**src/common/dps_pkg.sv**
```systemverilog
package dps_pkg;

  // ====================================================
  // register port
  localparam int unsigned DW = 16;
  localparam int unsigned AW = 4;
  localparam logic [3:0] A_CTRL   = 4'h0;
  localparam logic [3:0] A_ACC    = 4'h1;
  localparam logic [3:0] A_CS     = 4'h2;
  localparam logic [3:0] A_SDT    = 4'h3;
  localparam logic [3:0] A_DECV   = 4'h4;
  localparam logic [3:0] A_OTLVL  = 4'h5;
  localparam logic [3:0] A_OTTIME = 4'h6;
  localparam logic [3:0] A_STAT   = 4'h7;
  localparam logic [3:0] A_IRQ    = 4'h8;
  localparam logic [3:0] A_MASK   = 4'h9;
  localparam logic [3:0] A_CMD    = 4'ha;
  localparam logic [3:0] A_OTCNT  = 4'hb;

  // ====================================================
  // control word layout
  localparam int unsigned B_SEG_RET = 0;
  localparam int unsigned B_UD_HOLD = 1;
  localparam int unsigned B_OVS_EN  = 2;
  localparam int unsigned B_CNT_RET = 3;
  localparam int unsigned B_OT_MODE = 4;
  localparam int unsigned B_CLR_TRIP = 0;

  // ====================================================
  // reset values and limits
  localparam logic       R_SEG_RET = 1'b0;
  localparam logic       R_UD_HOLD = 1'b0;
  localparam logic       R_OVS_EN  = 1'b1;
  localparam logic       R_CNT_RET = 1'b0;
  localparam logic [1:0] R_OT_MODE = 2'h0;
  localparam logic [7:0] R_ACC_LVL = 8'h96;
  localparam logic [7:0] R_CS_LVL  = 8'h00;
  localparam logic [7:0] R_SDT     = 8'h32;
  localparam logic [9:0] R_DECV    = 10'h17c;
  localparam logic [7:0] R_OT_LVL  = 8'h00;
  localparam logic [7:0] R_OT_TIME = 8'h0a;
  localparam logic [9:0] LVL_MAX   = 10'h0c8;
  localparam logic [9:0] DECV_MIN  = 10'h0c8;
  localparam logic [9:0] DECV_MAX  = 10'h320;
  localparam logic [9:0] SDT_MIN   = 10'h001;
  localparam logic [9:0] SDT_MAX   = 10'h0ff;
  localparam logic [9:0] OTT_MIN   = 10'h001;
  localparam logic [9:0] OTT_MAX   = 10'h0c8;

  // ====================================================
  // timing
  localparam int unsigned CLK_HZ      = 100_000_000;
  localparam int unsigned OT_TICK_MS  = 50;
  localparam int unsigned OT_TICK_CYC = CLK_HZ / 1000 * OT_TICK_MS;
  localparam int unsigned SDT_UNIT_MS = 100;
  localparam int unsigned FREQ_STEPS  = 1000;
  localparam int unsigned STEP_CYC    = CLK_HZ / 1000 * SDT_UNIT_MS / FREQ_STEPS;

  // ====================================================
  // interrupt bits
  localparam int unsigned IRQ_W     = 6;
  localparam int unsigned I_ALARM   = 0;
  localparam int unsigned I_TRIP    = 1;
  localparam int unsigned I_ACC     = 2;
  localparam int unsigned I_OVV     = 3;
  localparam int unsigned I_CS      = 4;
  localparam int unsigned I_PWR     = 5;

  typedef struct packed {
    logic       seg_ret;
    logic       ud_hold;
    logic       ovs_en;
    logic       cnt_ret;
    logic [1:0] ot_mode;
    logic [7:0] acc_lvl;
    logic [7:0] cs_lvl;
    logic [7:0] sdt;
    logic [9:0] decv;
    logic [7:0] ot_lvl;
    logic [7:0] ot_time;
  } dps_cfg_type;

  typedef struct packed {
    logic [7:0]  seg;
    logic [15:0] updown;
    logic [15:0] count;
  } dps_keep_type;

  typedef enum logic [1:0] {
    OT_IDLE   = 2'b00,
    OT_TIMING = 2'b01,
    OT_ALARM  = 2'b11,
    OT_TRIP   = 2'b10
  } dps_ot_state_type;

endpackage

```
**src/logic/dps_supervisor.sv**
```systemverilog
// Implementation choices: the strobed register port and the placing of the registers.
`timescale 1ns/10ps
// How it works
// with segment_speed_retention at 1 the segment run state is kept over stop or fault and offered for resume.
// with segment_speed_retention at 0 no segment run state survives a stop or fault.
// with updown_hold_on_stop at 1 the up/down timer value is kept while stopped.
// with both updown_hold_on_stop and segment_speed_retention at 1 the up/down value also survives power loss.
// overvoltage_stall_enable turns the deceleration voltage stall off at 0, on at 1, and resets to 1.
// decelerating with the bus above decel_stall_voltage holds the ramp until the voltage is back at or below it.
// decel_stall_voltage holds 200 to 800 V in 1 V steps with a model dependent reset value.
// accelerating with current above accel_stall_level (0..200, reset 150) holds the ramp until it falls.
// stall levels are percent of rated motor current and an accel_stall_level of 0 disables it.
// at constant speed current above const_speed_stall_level (0..200, reset 0) lowers the frequency.
// the lowering rate comes from stall_decel_time, 0.1 to 25.5 s in 0.1 s steps, reset 5.0 s.
// overtorque_mode 0/1 detect only at set speed, 2/3 always; 0/2 keep running, 1/3 stop.
// overtorque_level is 0..200 percent, reset 0, and 0 disables over-torque detection.
// over-torque time past half of overtorque_time raises the alarm while the drive keeps running.
// over-torque time past overtorque_time (0.1..20.0 s) trips, flags the fault and cuts the output.
// counter_retention at 1 keeps the pulse count over power loss, at 0 drops it, reset 0.
// current back at or below overtorque_level before a trip clears the timer and the alarm.
module dps_supervisor
  import dps_pkg::*;
#(
  parameter logic [9:0]  DECV_RESET = R_DECV,
  parameter int unsigned OT_TICK    = OT_TICK_CYC,
  parameter int unsigned STEP_UNIT  = STEP_CYC
)
(
  input  wire logic          i_clk,
  input  wire logic          i_rst,
  input  wire logic [AW-1:0] i_addr,
  input  wire logic [DW-1:0] i_wdata,
  input  wire logic          i_wr,
  input  wire logic          i_rd,
  output logic      [DW-1:0] o_rdata,
  input  wire logic [7:0]    i_cur_pct,
  input  wire logic [9:0]    i_dc_bus_v,
  input  wire logic          i_accel,
  input  wire logic          i_decel,
  input  wire logic          i_at_speed,
  input  wire logic          i_running,
  input  wire logic          i_fault,
  input  wire logic          i_pwr_fail_pin,
  input  wire logic [7:0]    i_seg_state,
  input  wire logic [15:0]   i_updown,
  input  wire logic [15:0]   i_pulse_cnt,
  output logic               o_ramp_hold,
  output logic               o_freq_lower,
  output logic               o_lower_step,
  output logic               o_ot_alarm,
  output logic               o_trip,
  output logic               o_out_disable,
  output logic               o_irq,
  output dps_keep_type       o_keep,
  output logic               o_seg_valid,
  output logic               o_updown_valid,
  output logic               o_cnt_valid
);

  localparam int unsigned TW = $clog2(OT_TICK + 1);

  function automatic logic [9:0] clamp(input logic [9:0] v,
                                       input logic [9:0] lo,
                                       input logic [9:0] hi);
    if (v < lo)
      return lo;
    else if (v > hi)
      return hi;
    else
      return v;
  endfunction

  // ====================================================
  // power fail pin synchroniser
  logic [2:0] pf_sync_q;
  logic       pf_q;
  logic       pf_d;
  logic       pf_rise;

  always_comb
  begin
    pf_d = pf_q;
    if (pf_sync_q[1] == pf_sync_q[2])
      pf_d = pf_sync_q[2];
  end

  always_ff @(posedge i_clk)
  begin
    if (i_rst)
    begin
      pf_sync_q <= 3'h0;
      pf_q      <= 1'b0;
    end
    else
    begin
      pf_sync_q <= {pf_sync_q[1:0], i_pwr_fail_pin};
      pf_q      <= pf_d;
    end
  end

  assign pf_rise = pf_d & ~pf_q;

  // ====================================================
  // stall prevention
  dps_cfg_type cfg_q;
  logic        acc_stall;
  logic        ovv_stall;
  logic        cs_stall;
  logic        hold_d;
  logic        lower_d;
  logic        step_d;
  logic [31:0] step_cnt_q;
  logic [31:0] step_cnt_d;
  logic [31:0] step_reload;

  assign acc_stall = i_accel & (cfg_q.acc_lvl != 8'h00) & (i_cur_pct > cfg_q.acc_lvl);
  assign ovv_stall = i_decel & cfg_q.ovs_en & (i_dc_bus_v > cfg_q.decv);
  assign cs_stall  = i_at_speed & ~i_accel & ~i_decel & (cfg_q.cs_lvl != 8'h00)
                   & (i_cur_pct > cfg_q.cs_lvl);
  assign step_reload = 32'(cfg_q.sdt) * 32'(STEP_UNIT);

  always_comb
  begin
    hold_d     = (acc_stall | ovv_stall) & ~o_trip;
    lower_d    = cs_stall & ~o_trip;
    step_d     = 1'b0;
    step_cnt_d = step_reload - 32'h1;
    if (lower_d)
    begin
      if (step_cnt_q == 32'h0)
        step_d = 1'b1;
      else
        step_cnt_d = step_cnt_q - 32'h1;
    end
  end

  always_ff @(posedge i_clk)
  begin
    if (i_rst)
    begin
      o_ramp_hold  <= 1'b0;
      o_freq_lower <= 1'b0;
      o_lower_step <= 1'b0;
      step_cnt_q   <= 32'h0;
    end
    else
    begin
      o_ramp_hold  <= hold_d;
      o_freq_lower <= lower_d;
      o_lower_step <= step_d;
      step_cnt_q   <= step_cnt_d;
    end
  end

  // ====================================================
  // over-torque timing
  dps_ot_state_type ot_q;
  dps_ot_state_type ot_d;
  logic [TW-1:0]    tick_cnt_q;
  logic [TW-1:0]    tick_cnt_d;
  logic             tick;
  logic [8:0]       ot_cnt_q;
  logic [8:0]       ot_cnt_d;
  logic             ot_en;
  logic             ot_over;
  logic             clr_trip;

  assign tick    = (tick_cnt_q == TW'(OT_TICK - 1));
  assign ot_en   = (cfg_q.ot_lvl != 8'h00) & i_running
                 & (cfg_q.ot_mode[1] | i_at_speed);
  assign ot_over = ot_en & (i_cur_pct > cfg_q.ot_lvl);
  assign clr_trip = i_wr & (i_addr == A_CMD) & i_wdata[B_CLR_TRIP];

  always_comb
  begin
    ot_d       = ot_q;
    ot_cnt_d   = ot_cnt_q;
    tick_cnt_d = tick ? '0 : tick_cnt_q + TW'(1);
    if (tick && ot_cnt_q != 9'h1ff)
      ot_cnt_d = ot_cnt_q + 9'h1;
    unique case (ot_q)
      OT_IDLE:
      begin
        ot_cnt_d = 9'h0;
        if (ot_over)
          ot_d = OT_TIMING;
      end
      OT_TIMING:
      begin
        if (!ot_over)
        begin
          ot_d     = OT_IDLE;
          ot_cnt_d = 9'h0;
        end
        else if (ot_cnt_d > {1'b0, cfg_q.ot_time})
          ot_d = OT_ALARM;
      end
      OT_ALARM:
      begin
        if (!ot_over)
        begin
          ot_d     = OT_IDLE;
          ot_cnt_d = 9'h0;
        end
        else if (cfg_q.ot_mode[0] && ot_cnt_d > {cfg_q.ot_time, 1'b0})
          ot_d = OT_TRIP;
      end
      OT_TRIP:
      begin
        ot_cnt_d = ot_cnt_q;
        if (clr_trip)
        begin
          ot_d     = OT_IDLE;
          ot_cnt_d = 9'h0;
        end
      end
    endcase
  end

  always_ff @(posedge i_clk)
  begin
    if (i_rst)
    begin
      ot_q          <= OT_IDLE;
      ot_cnt_q      <= 9'h0;
      tick_cnt_q    <= '0;
      o_ot_alarm    <= 1'b0;
      o_trip        <= 1'b0;
      o_out_disable <= 1'b0;
    end
    else
    begin
      ot_q          <= ot_d;
      ot_cnt_q      <= ot_cnt_d;
      tick_cnt_q    <= tick_cnt_d;
      o_ot_alarm    <= (ot_d == OT_ALARM) | (ot_d == OT_TRIP);
      o_trip        <= (ot_d == OT_TRIP);
      o_out_disable <= (ot_d == OT_TRIP);
    end
  end

  // ====================================================
  // retention of run state
  // kept values assume this block sits in a backed-up supply
  dps_keep_type keep_d;
  logic         seg_v_d;
  logic         ud_v_d;
  logic         cnt_v_d;
  logic         stopped;

  assign stopped = ~i_running | o_trip | i_fault;

  always_comb
  begin
    keep_d  = o_keep;
    seg_v_d = o_seg_valid;
    ud_v_d  = o_updown_valid;
    cnt_v_d = o_cnt_valid;
    if (pf_rise)
    begin
      seg_v_d = o_seg_valid & cfg_q.seg_ret;
      ud_v_d  = o_updown_valid & cfg_q.ud_hold & cfg_q.seg_ret;
      cnt_v_d = cfg_q.cnt_ret;
    end
    else if (!pf_q)
    begin
      keep_d.count = i_pulse_cnt;
      cnt_v_d      = 1'b1;
      if (!stopped)
      begin
        keep_d.seg    = i_seg_state;
        keep_d.updown = i_updown;
        seg_v_d       = cfg_q.seg_ret;
        ud_v_d        = cfg_q.ud_hold;
      end
      else
      begin
        seg_v_d = o_seg_valid & cfg_q.seg_ret;
        ud_v_d  = o_updown_valid & cfg_q.ud_hold;
      end
    end
    if (!seg_v_d)
      keep_d.seg = 8'h00;
    if (!ud_v_d)
      keep_d.updown = 16'h0000;
    if (!cnt_v_d)
      keep_d.count = 16'h0000;
  end

  always_ff @(posedge i_clk)
  begin
    if (i_rst)
    begin
      o_keep         <= '0;
      o_seg_valid    <= 1'b0;
      o_updown_valid <= 1'b0;
      o_cnt_valid    <= 1'b0;
    end
    else
    begin
      o_keep         <= keep_d;
      o_seg_valid    <= seg_v_d;
      o_updown_valid <= ud_v_d;
      o_cnt_valid    <= cnt_v_d;
    end
  end

  // ====================================================
  // register port and interrupts
  dps_cfg_type      cfg_d;
  logic [IRQ_W-1:0] irq_q;
  logic [IRQ_W-1:0] irq_d;
  logic [IRQ_W-1:0] mask_q;
  logic [IRQ_W-1:0] mask_d;
  logic [IRQ_W-1:0] ev;
  logic [DW-1:0]    rdata_d;
  logic [3:0]       ev_prev_q;
  logic [9:0]       wv;

  assign wv = i_wdata[9:0];
  assign ev[I_ALARM] = o_ot_alarm & ~ev_prev_q[0];
  assign ev[I_TRIP]  = o_trip & ~ev_prev_q[1];
  assign ev[I_ACC]   = acc_stall & ~ev_prev_q[2];
  assign ev[I_OVV]   = ovv_stall & ~ev_prev_q[3];
  assign ev[I_CS]    = lower_d & ~o_freq_lower;
  assign ev[I_PWR]   = pf_rise;

  always_comb
  begin
    cfg_d  = cfg_q;
    mask_d = mask_q;
    irq_d  = irq_q;
    if (i_wr)
    begin
      unique case (i_addr)
        A_CTRL:
        begin
          cfg_d.seg_ret = i_wdata[B_SEG_RET];
          cfg_d.ud_hold = i_wdata[B_UD_HOLD];
          cfg_d.ovs_en  = i_wdata[B_OVS_EN];
          cfg_d.cnt_ret = i_wdata[B_CNT_RET];
          cfg_d.ot_mode = i_wdata[B_OT_MODE +: 2];
        end
        A_ACC:    cfg_d.acc_lvl = 8'(clamp(wv, 10'h0, LVL_MAX));
        A_CS:     cfg_d.cs_lvl  = 8'(clamp(wv, 10'h0, LVL_MAX));
        A_SDT:    cfg_d.sdt     = 8'(clamp(wv, SDT_MIN, SDT_MAX));
        A_DECV:   cfg_d.decv    = clamp(wv, DECV_MIN, DECV_MAX);
        A_OTLVL:  cfg_d.ot_lvl  = 8'(clamp(wv, 10'h0, LVL_MAX));
        A_OTTIME: cfg_d.ot_time = 8'(clamp(wv, OTT_MIN, OTT_MAX));
        A_IRQ:    irq_d  = irq_q & ~i_wdata[IRQ_W-1:0];
        A_MASK:   mask_d = i_wdata[IRQ_W-1:0];
        default:  ;
      endcase
    end
    // a new event beats a clear in the same cycle
    irq_d = irq_d | ev;
    rdata_d = '0;
    if (i_rd)
    begin
      unique case (i_addr)
        A_CTRL:   rdata_d = DW'({cfg_q.ot_mode, cfg_q.cnt_ret, cfg_q.ovs_en, cfg_q.ud_hold, cfg_q.seg_ret});
        A_ACC:    rdata_d = DW'(cfg_q.acc_lvl);
        A_CS:     rdata_d = DW'(cfg_q.cs_lvl);
        A_SDT:    rdata_d = DW'(cfg_q.sdt);
        A_DECV:   rdata_d = DW'(cfg_q.decv);
        A_OTLVL:  rdata_d = DW'(cfg_q.ot_lvl);
        A_OTTIME: rdata_d = DW'(cfg_q.ot_time);
        A_STAT:   rdata_d = DW'({o_cnt_valid, o_updown_valid, o_seg_valid, pf_q,
                                 o_trip, o_ot_alarm, o_freq_lower, o_ramp_hold});
        A_IRQ:    rdata_d = DW'(irq_q);
        A_MASK:   rdata_d = DW'(mask_q);
        A_OTCNT:  rdata_d = DW'(ot_cnt_q);
        default:  rdata_d = '0;
      endcase
    end
  end

  always_ff @(posedge i_clk)
  begin
    if (i_rst)
    begin
      cfg_q     <= '{seg_ret: R_SEG_RET, ud_hold: R_UD_HOLD, ovs_en: R_OVS_EN,
                     cnt_ret: R_CNT_RET, ot_mode: R_OT_MODE, acc_lvl: R_ACC_LVL,
                     cs_lvl: R_CS_LVL, sdt: R_SDT, decv: DECV_RESET,
                     ot_lvl: R_OT_LVL, ot_time: R_OT_TIME};
      mask_q    <= '0;
      irq_q     <= '0;
      ev_prev_q <= 4'h0;
      o_rdata   <= '0;
      o_irq     <= 1'b0;
    end
    else
    begin
      cfg_q     <= cfg_d;
      mask_q    <= mask_d;
      irq_q     <= irq_d;
      ev_prev_q <= {ovv_stall, acc_stall, o_trip, o_ot_alarm};
      o_rdata   <= rdata_d;
      o_irq     <= |(irq_d & mask_d);
    end
  end

endmodule

```
**config.mk**
```make
export PLATFORM = sky130hd
export DESIGN_NAME = dps_supervisor
export DESIGN_NICKNAME = d
export VERILOG_FILES = /design/src/common/dps_pkg.sv /design/src/logic/dps_supervisor.sv
export SDC_FILE = /design/constraint.sdc
export NUM_CORES = 1
export LEC_CHECK = 0
export ABC_AREA = 1
export BUFFER_PORTS_ARGS = -buffer_cell sky130_fd_sc_hd__buf_2
export CAP_MARGIN = 15
export CELL_PAD_IN_SITES_DETAIL_PLACEMENT = 1
export CELL_PAD_IN_SITES_GLOBAL_PLACEMENT = 1
export CORE_UTILIZATION = 30
export DETAILED_ROUTE_END_ITERATION = 10
export GPL_ROUTABILITY_DRIVEN = 0
export PLACE_DENSITY = 0.68
export REMOVE_ABC_BUFFERS = 1
export SLEW_MARGIN = 10
export SYNTH_ARGS = -nofsm -noshare
export SYNTH_HDL_FRONTEND = slang
export SYNTH_SLANG_ARGS = --single-unit
export TNS_END_PERCENT = 1
```
**constraint.sdc**
```tcl
create_clock -name i_clk -period 11.6 [get_ports i_clk]
set_input_delay 2.32 -clock i_clk [delete_from_list [all_inputs] [get_ports i_clk]]
set_output_delay 2.32 -clock i_clk [all_outputs]
set_load 0.01 [all_outputs]
```
Yosys cells after proc, flatten, opt, wreduce, memory -nomap -nowiden
Cells that the tools add are included.
{"block": "classes", "add_sub_neg": 4, "mul": 1, "magnitude_cmp": 12, "n_eq_ne": 20, "mux": 35, "bitwise": 50, "n_reduce_logical": 25}
{"cell": "case mux 10 bit (11 select lines)", "count": 1}
{"cell": "2-to-1 mux 32 bit", "count": 2}
{"cell": "2-to-1 mux 8 bit", "count": 5}
{"cell": "zero test 32 bit", "count": 1}
{"cell": "subtractor 32 x 1 -> 32 bit (second input constant)", "count": 1}
{"cell": "2-to-1 mux 9 bit", "count": 3}
{"cell": "case mux 9 bit (3 select lines)", "count": 1}
{"cell": "bitwise AND 1 bit", "count": 24}
{"cell": "greater-than comparator 8 bit", "count": 3}
{"cell": "2-to-1 mux 6 bit", "count": 4}
{"cell": "nonzero test 8 bit", "count": 3}
{"cell": "adder 23 x 1 -> 23 bit (second input constant)", "count": 1}
{"cell": "== test 23 bit (second input constant)", "count": 1}
{"cell": "subtractor 22 x 1 -> 23 bit (second input constant)", "count": 1}
{"cell": "greater-than comparator 10 x 8 -> 1 bit (second input constant)", "count": 2}
{"cell": "< comparator 10 x 1 -> 1 bit (second input constant)", "count": 2}
{"cell": "2-to-1 mux 10 bit", "count": 2}
{"cell": "multiplier 8 x 10 -> 18 bit (second input constant)", "count": 1}
{"cell": "inverter 1 bit", "count": 17}
{"cell": "== test 4 x 3 -> 1 bit (second input constant)", "count": 4}
{"cell": "== test 4 bit (second input constant)", "count": 4}
{"cell": "AND reduction 2 bit", "count": 8}
{"cell": "OR reduction 2 bit", "count": 7}
{"cell": "bitwise AND 6 bit", "count": 2}
{"cell": "other kinds (24)", "count": 47}
{"block": "totals", "regBits": 207, "output_inout_bits": 66, "word_cells": 180}

Depth between registers and ports, before layout
{"block": "depth", "depth_word": 10, "depth_mapped": 27, "mapped_depth_nobuf": 27}

Worst setup path before layout
No wires, ideal clock.
{"block": "synth_timing", "path_kind": "register -> register", "start": "register cfg_q[28] (netlist bit)", "end": "register step_cnt_q[22]", "t_arrival_ns": 3.747, "setup_slack_ns": 7.789, "path_stages_with_launch": 19, "synth_period_minus_slack_ns": 3.811, "cell_sequence": "dfxtp_1 inv_1 ha_1 ha_1 inv_1 fa_1 fa_1 fa_1 inv_1 nand2_1 nand2_1 nand3_1 nand2_1 nand2_1 nand2_2 nand2_1 nor2_4 nand4_1 nand2_1"}
{"block": "synth_between", "elab_chain_cells": 4}
{"item": "from (decl)", "line_no": "dps_supervisor.sv:105", "text": "dps_cfg_type cfg_q;"}
{"item": "from (signal assigned)", "line_no": "dps_supervisor.sv:382", "text": "cfg_q <= '{seg_ret: R_SEG_RET, ud_hold: R_UD_HOLD, ovs_en: R_OVS_EN,"}
{"item": "from (signal assigned)", "line_no": "dps_supervisor.sv:394", "text": "cfg_q <= cfg_d;"}
{"item": "multiplier 8 x 10 -> 18 bit (*)", "line_no": "dps_supervisor.sv:120", "text": "assign step_reload = 32'(cfg_q.sdt) * 32'(STEP_UNIT);"}
{"item": "subtractor 22 x 1 -> 23 bit (*)", "line_no": "dps_supervisor.sv:127", "text": "step_cnt_d = step_reload - 32'h1;"}
{"item": "2-to-1 mux 32 bit", "line_no": "dps_supervisor.sv:130", "text": "if (step_cnt_q == 32'h0)"}
{"item": "2-to-1 mux 32 bit (*)", "line_no": "dps_supervisor.sv:128", "text": "if (lower_d)"}
{"item": "to (signal assigned)", "line_no": "dps_supervisor.sv:151", "text": "step_cnt_q <= step_cnt_d;"}
{"item": "to (decl)", "line_no": "dps_supervisor.sv:112", "text": "logic [31:0] step_cnt_q;"}
Mark *: on every way between the ends. The rest lies on a longest branch, timed or not.
A chain may end at the register's enable or synchronous reset.

Final worst setup path
{"block": "layout_timing", "start": "input i_cur_pct[5]", "end": "register step_cnt_q[16]"}
{"block": "layout_between", "elab_chain_cells": 4}
{"item": "from (decl)", "line_no": "dps_supervisor.sv:36", "text": "input wire logic [7:0] i_cur_pct,"}
{"item": "greater-than comparator 8 bit", "line_no": "dps_supervisor.sv:119", "text": "& (i_cur_pct > cfg_q.cs_lvl);"}
{"item": "bitwise AND 1 bit", "line_no": "dps_supervisor.sv:119"}
{"item": "bitwise AND 1 bit", "line_no": "dps_supervisor.sv:125", "text": "lower_d = cs_stall & ~o_trip;"}
{"item": "2-to-1 mux 32 bit", "line_no": "dps_supervisor.sv:128"}
Every way passes these cells.

==> results.md <==
- Sequential share of the synthesized area: 0.333
- Yosys cell types: 51
- CTS Buffer Depth: 3
- Buffer count from post-CTS setup fixing: 0
- Maximum fanout along the worst path: 25
- Worst skew pair latency: 550 ps
- Number of global-route vias before repair: 11800
- Initial DRC count: 579
- GRT Total Usage: 0.195
- RSZ-0062 raised after global routing: no
- FP Rows: 73
- Area taken by multi-input logic gates: 0.00697 sq mm
- Clock sink count: about 200
- Grt met2 use: 0.320
- Type of the most critical hold path: flip-flop to flip-flop
- Setup crit start kind: input port
- Avg WL per Cell: ~17 um
- Crit Path Category: input port to flip-flop
- Die Y-Extent: 203 um
- DIE WIDTH: 203 um
- Antenna violations before repair: 0
- Met3 Use GR: 0.0260
- Commonest non-fill, non-tap cell in the layout: nand2_1
- Via density: 4.91
- Worst-path clk slew: about 60 ps
- Syn-to-layout area delta: 17.0%
- Clock Tree Root: clkbuf_16
- Dominant synthesized flop cell: dfxtp_1
- DR vias: 11700
- Power Dens Cells: between 100 and 150 mW/mm^2
- Cell leakage power: 6.44 nW
- Post-Synthesis Cells: between 1500 and 2000
- Drt first pass iters: 5
- Fill cell count: roughly 5000
- CTS Hold Buffers Added: 0
- Tightest Pin Transition: 1050 ps
- Fin util: 0.356
- CP Buf/Inv Count: 4
- I/O Buffers: 141
- TritonCTS clock tree: done
- Post-DP Area: 0.0133 sq mm
- Post-synthesis average cell area: 7.06 sq um
- H-tree Lvls: 1
- Grt total ovfl: 0
- Register area: 0.00402 sq mm
- Ys async rst share: 0
- Relative slew slack: 0.296
- First-pass GRT wire length: between 60000 and 70000 um
- Final hold vios: 0
- Most crowded layer after global routing: met2
- YS warnings: 0
- Total Power: between 0.0015 and 0.002 W
- IO Count: 154
- Die area: ~0.04 sq mm
- Most frequent cells in the layout: nand2_1, inv_1, dfxtp_1, nor2_1, a21oi_1
- Core area: 0.0397 sq mm
- VDD IR max: 0.000104 V
- Grt met1 use: 0.266
- EDFF count, synth: 0
- Synth Register Bits: 201
- DRC viols: 0
- Fin crit share: 0.393
- Crit path max-delay cell type: nor2_4
- Hpwl dp: 31900 um
- Critical path arrival: 4970 ps
- CTS buffer count: 24
- CTS resizes: 0
- Fraction of layout cells with a size suffix above 1: 0.130
- Largest net degree at the start of global routing: a little under 60
- Antenna Nets Post-Route: 0
- Skew final: around 30 ps
- Number of diodes: 0
- Design Area, Final: 0.0141 sq mm
- Cell area after synthesis: 0.0121 sq mm
- Cell family with most CP delay: simple AND/OR/NAND/NOR gates
- Worst-path cell chain: buf_2 -> ha_1 -> nand4_1 -> nor3_1 -> nor2_1 -> nand2_1 -> nor2_4 -> clkinv_2 -> o21ai_0 -> inv_1 -> o21ai_0 -> inv_1
- Max incr delay on CP: 550 ps
- Data required time at the worst endpoint: about 12000 ps
- Post-route setup TNS: 0 ps
- Element type at the critical path end: flip-flop
- Final setup fails: 0
- # nets final: a little over 2000
- Fmax: between 200 and 250 MHz
- Initial Util: 0.304
- Post-layout min period: 4550 ps
- Status: finished clean
- Routed WL: 40600 um
- Slew Limit Fails: 0
- Max cap viols: 0
==> metal layers <==
| layer | share of wire | wire (um) |
|---|---|---|
| met5 | 0 | 0 |
| met3 | 0.038 | 1540 |
| met2 | 0.46 | 18600 |
| met1 | 0.48 | 19300 |
| met4 | 0.029 | 1170 |
==> Yosys cell counts, drive strengths merged, types with 12 or more instances <==
cell      n  share of area
fa       12          0.020
nor2    184          0.067
dfxtp   201           0.33
a31oi    17         0.0088
inv     237          0.074
nand3    92          0.041
o22ai    15         0.0078
ha       96          0.099
nand2   393           0.12
xor2     28          0.020
buf      17         0.0090
clkbuf   24         0.0075
a21oi   151          0.063
nand4    26          0.013
o21ai    96          0.040
nor3     30          0.015
xnor2    19          0.014
==> worst paths after layout <==
path,depth (start not counted),end,slack (ps),start
setup / recovery,12,step_cnt_q[16]$_SDFF_PP0_,7050,i_cur_pct[5]
setup reg to reg,18,step_cnt_q[24]$_SDFF_PP0_,7120,cfg_q[28]$_SDFFE_PP0P_
hold reg to reg,2,pf_sync_q[1]$_SDFF_PP0_,400,pf_sync_q[0]$_SDFF_PP0_
hold / removal,2,pf_sync_q[1]$_SDFF_PP0_,400,pf_sync_q[0]$_SDFF_PP0_
==> cell type report <==
| class | count | area share |
|---|---|---|
| multi-input cells | 1233 | 0.493 |
| clock inverters | 10 | 0.0126 |
| inverters | 240 | 0.0638 |
| flip-flops and latches | 201 | 0.285 |
| repair buffers | 144 | 0.0515 |
| clock buffers | 33 | 0.0477 |
| well taps | 525 | 0.0465 |
==> worst reg2reg max path: cells and delay by family, from the launching register on <==
kind | cells | cell delay (ps)
flip-flops | 1 | 630
AND/OR/NAND/NOR | 10 | 1430
adder cells (fa/ha/maj) | 5 | 2070
buffers and inverters | 3 | 260
==> power by group <==
group | internal, W | switching [W]
clock | 0.000497 | 0.000319
sequential | 0.000711 | 0.0000182
combinational | 0.0000921 | 0.000180
total | 0.00130 | 0.000516
==> metrics by stage <==
stage | cells | hold WS (ps) | worst slack (ps)
3_3_place_gp | 2343 | 393 | 6570
3_5_place_dp | 2343 | 399 | 6560
5_1_grt | 2386 | 421 | 6680
2_1_floorplan | 1674 | 388 | 7500
6_report | 2386 | 403 | 7050
4_1_cts | 2386 | 407 | 7060
==> state kept, by name (all words and copies together), names as in the netlist, 2 cells and up <==
register    cells
cfg_q          56
o_rdata        10
pf_sync_q       3
irq_q           6
ot_q            2
ev_prev_q       4
step_cnt_q     32
mask_q          6
ot_cnt_q        9
o_keep         40
tick_cnt_q     23
==> cell families (layout without fill, tap and decap cells) <==
| kind of cell | Yosys count | in the layout | share of synthesized area |
|---|---|---|---|
| AO/OA/AOI/OAI | 318 | 318 | 0.145 |
| XOR/XNOR | 47 | 47 | 0.0341 |
| adder cells (fa/ha/maj) | 108 | 108 | 0.119 |
| buffers and inverters | 281 | 427 | 0.0912 |
| flip-flops | 201 | 201 | 0.333 |
| other | 1 | 6 | 0.000311 |
| AND/OR/NAND/NOR | 754 | 754 | 0.277 |
Power figures use the tool's default switching activity.
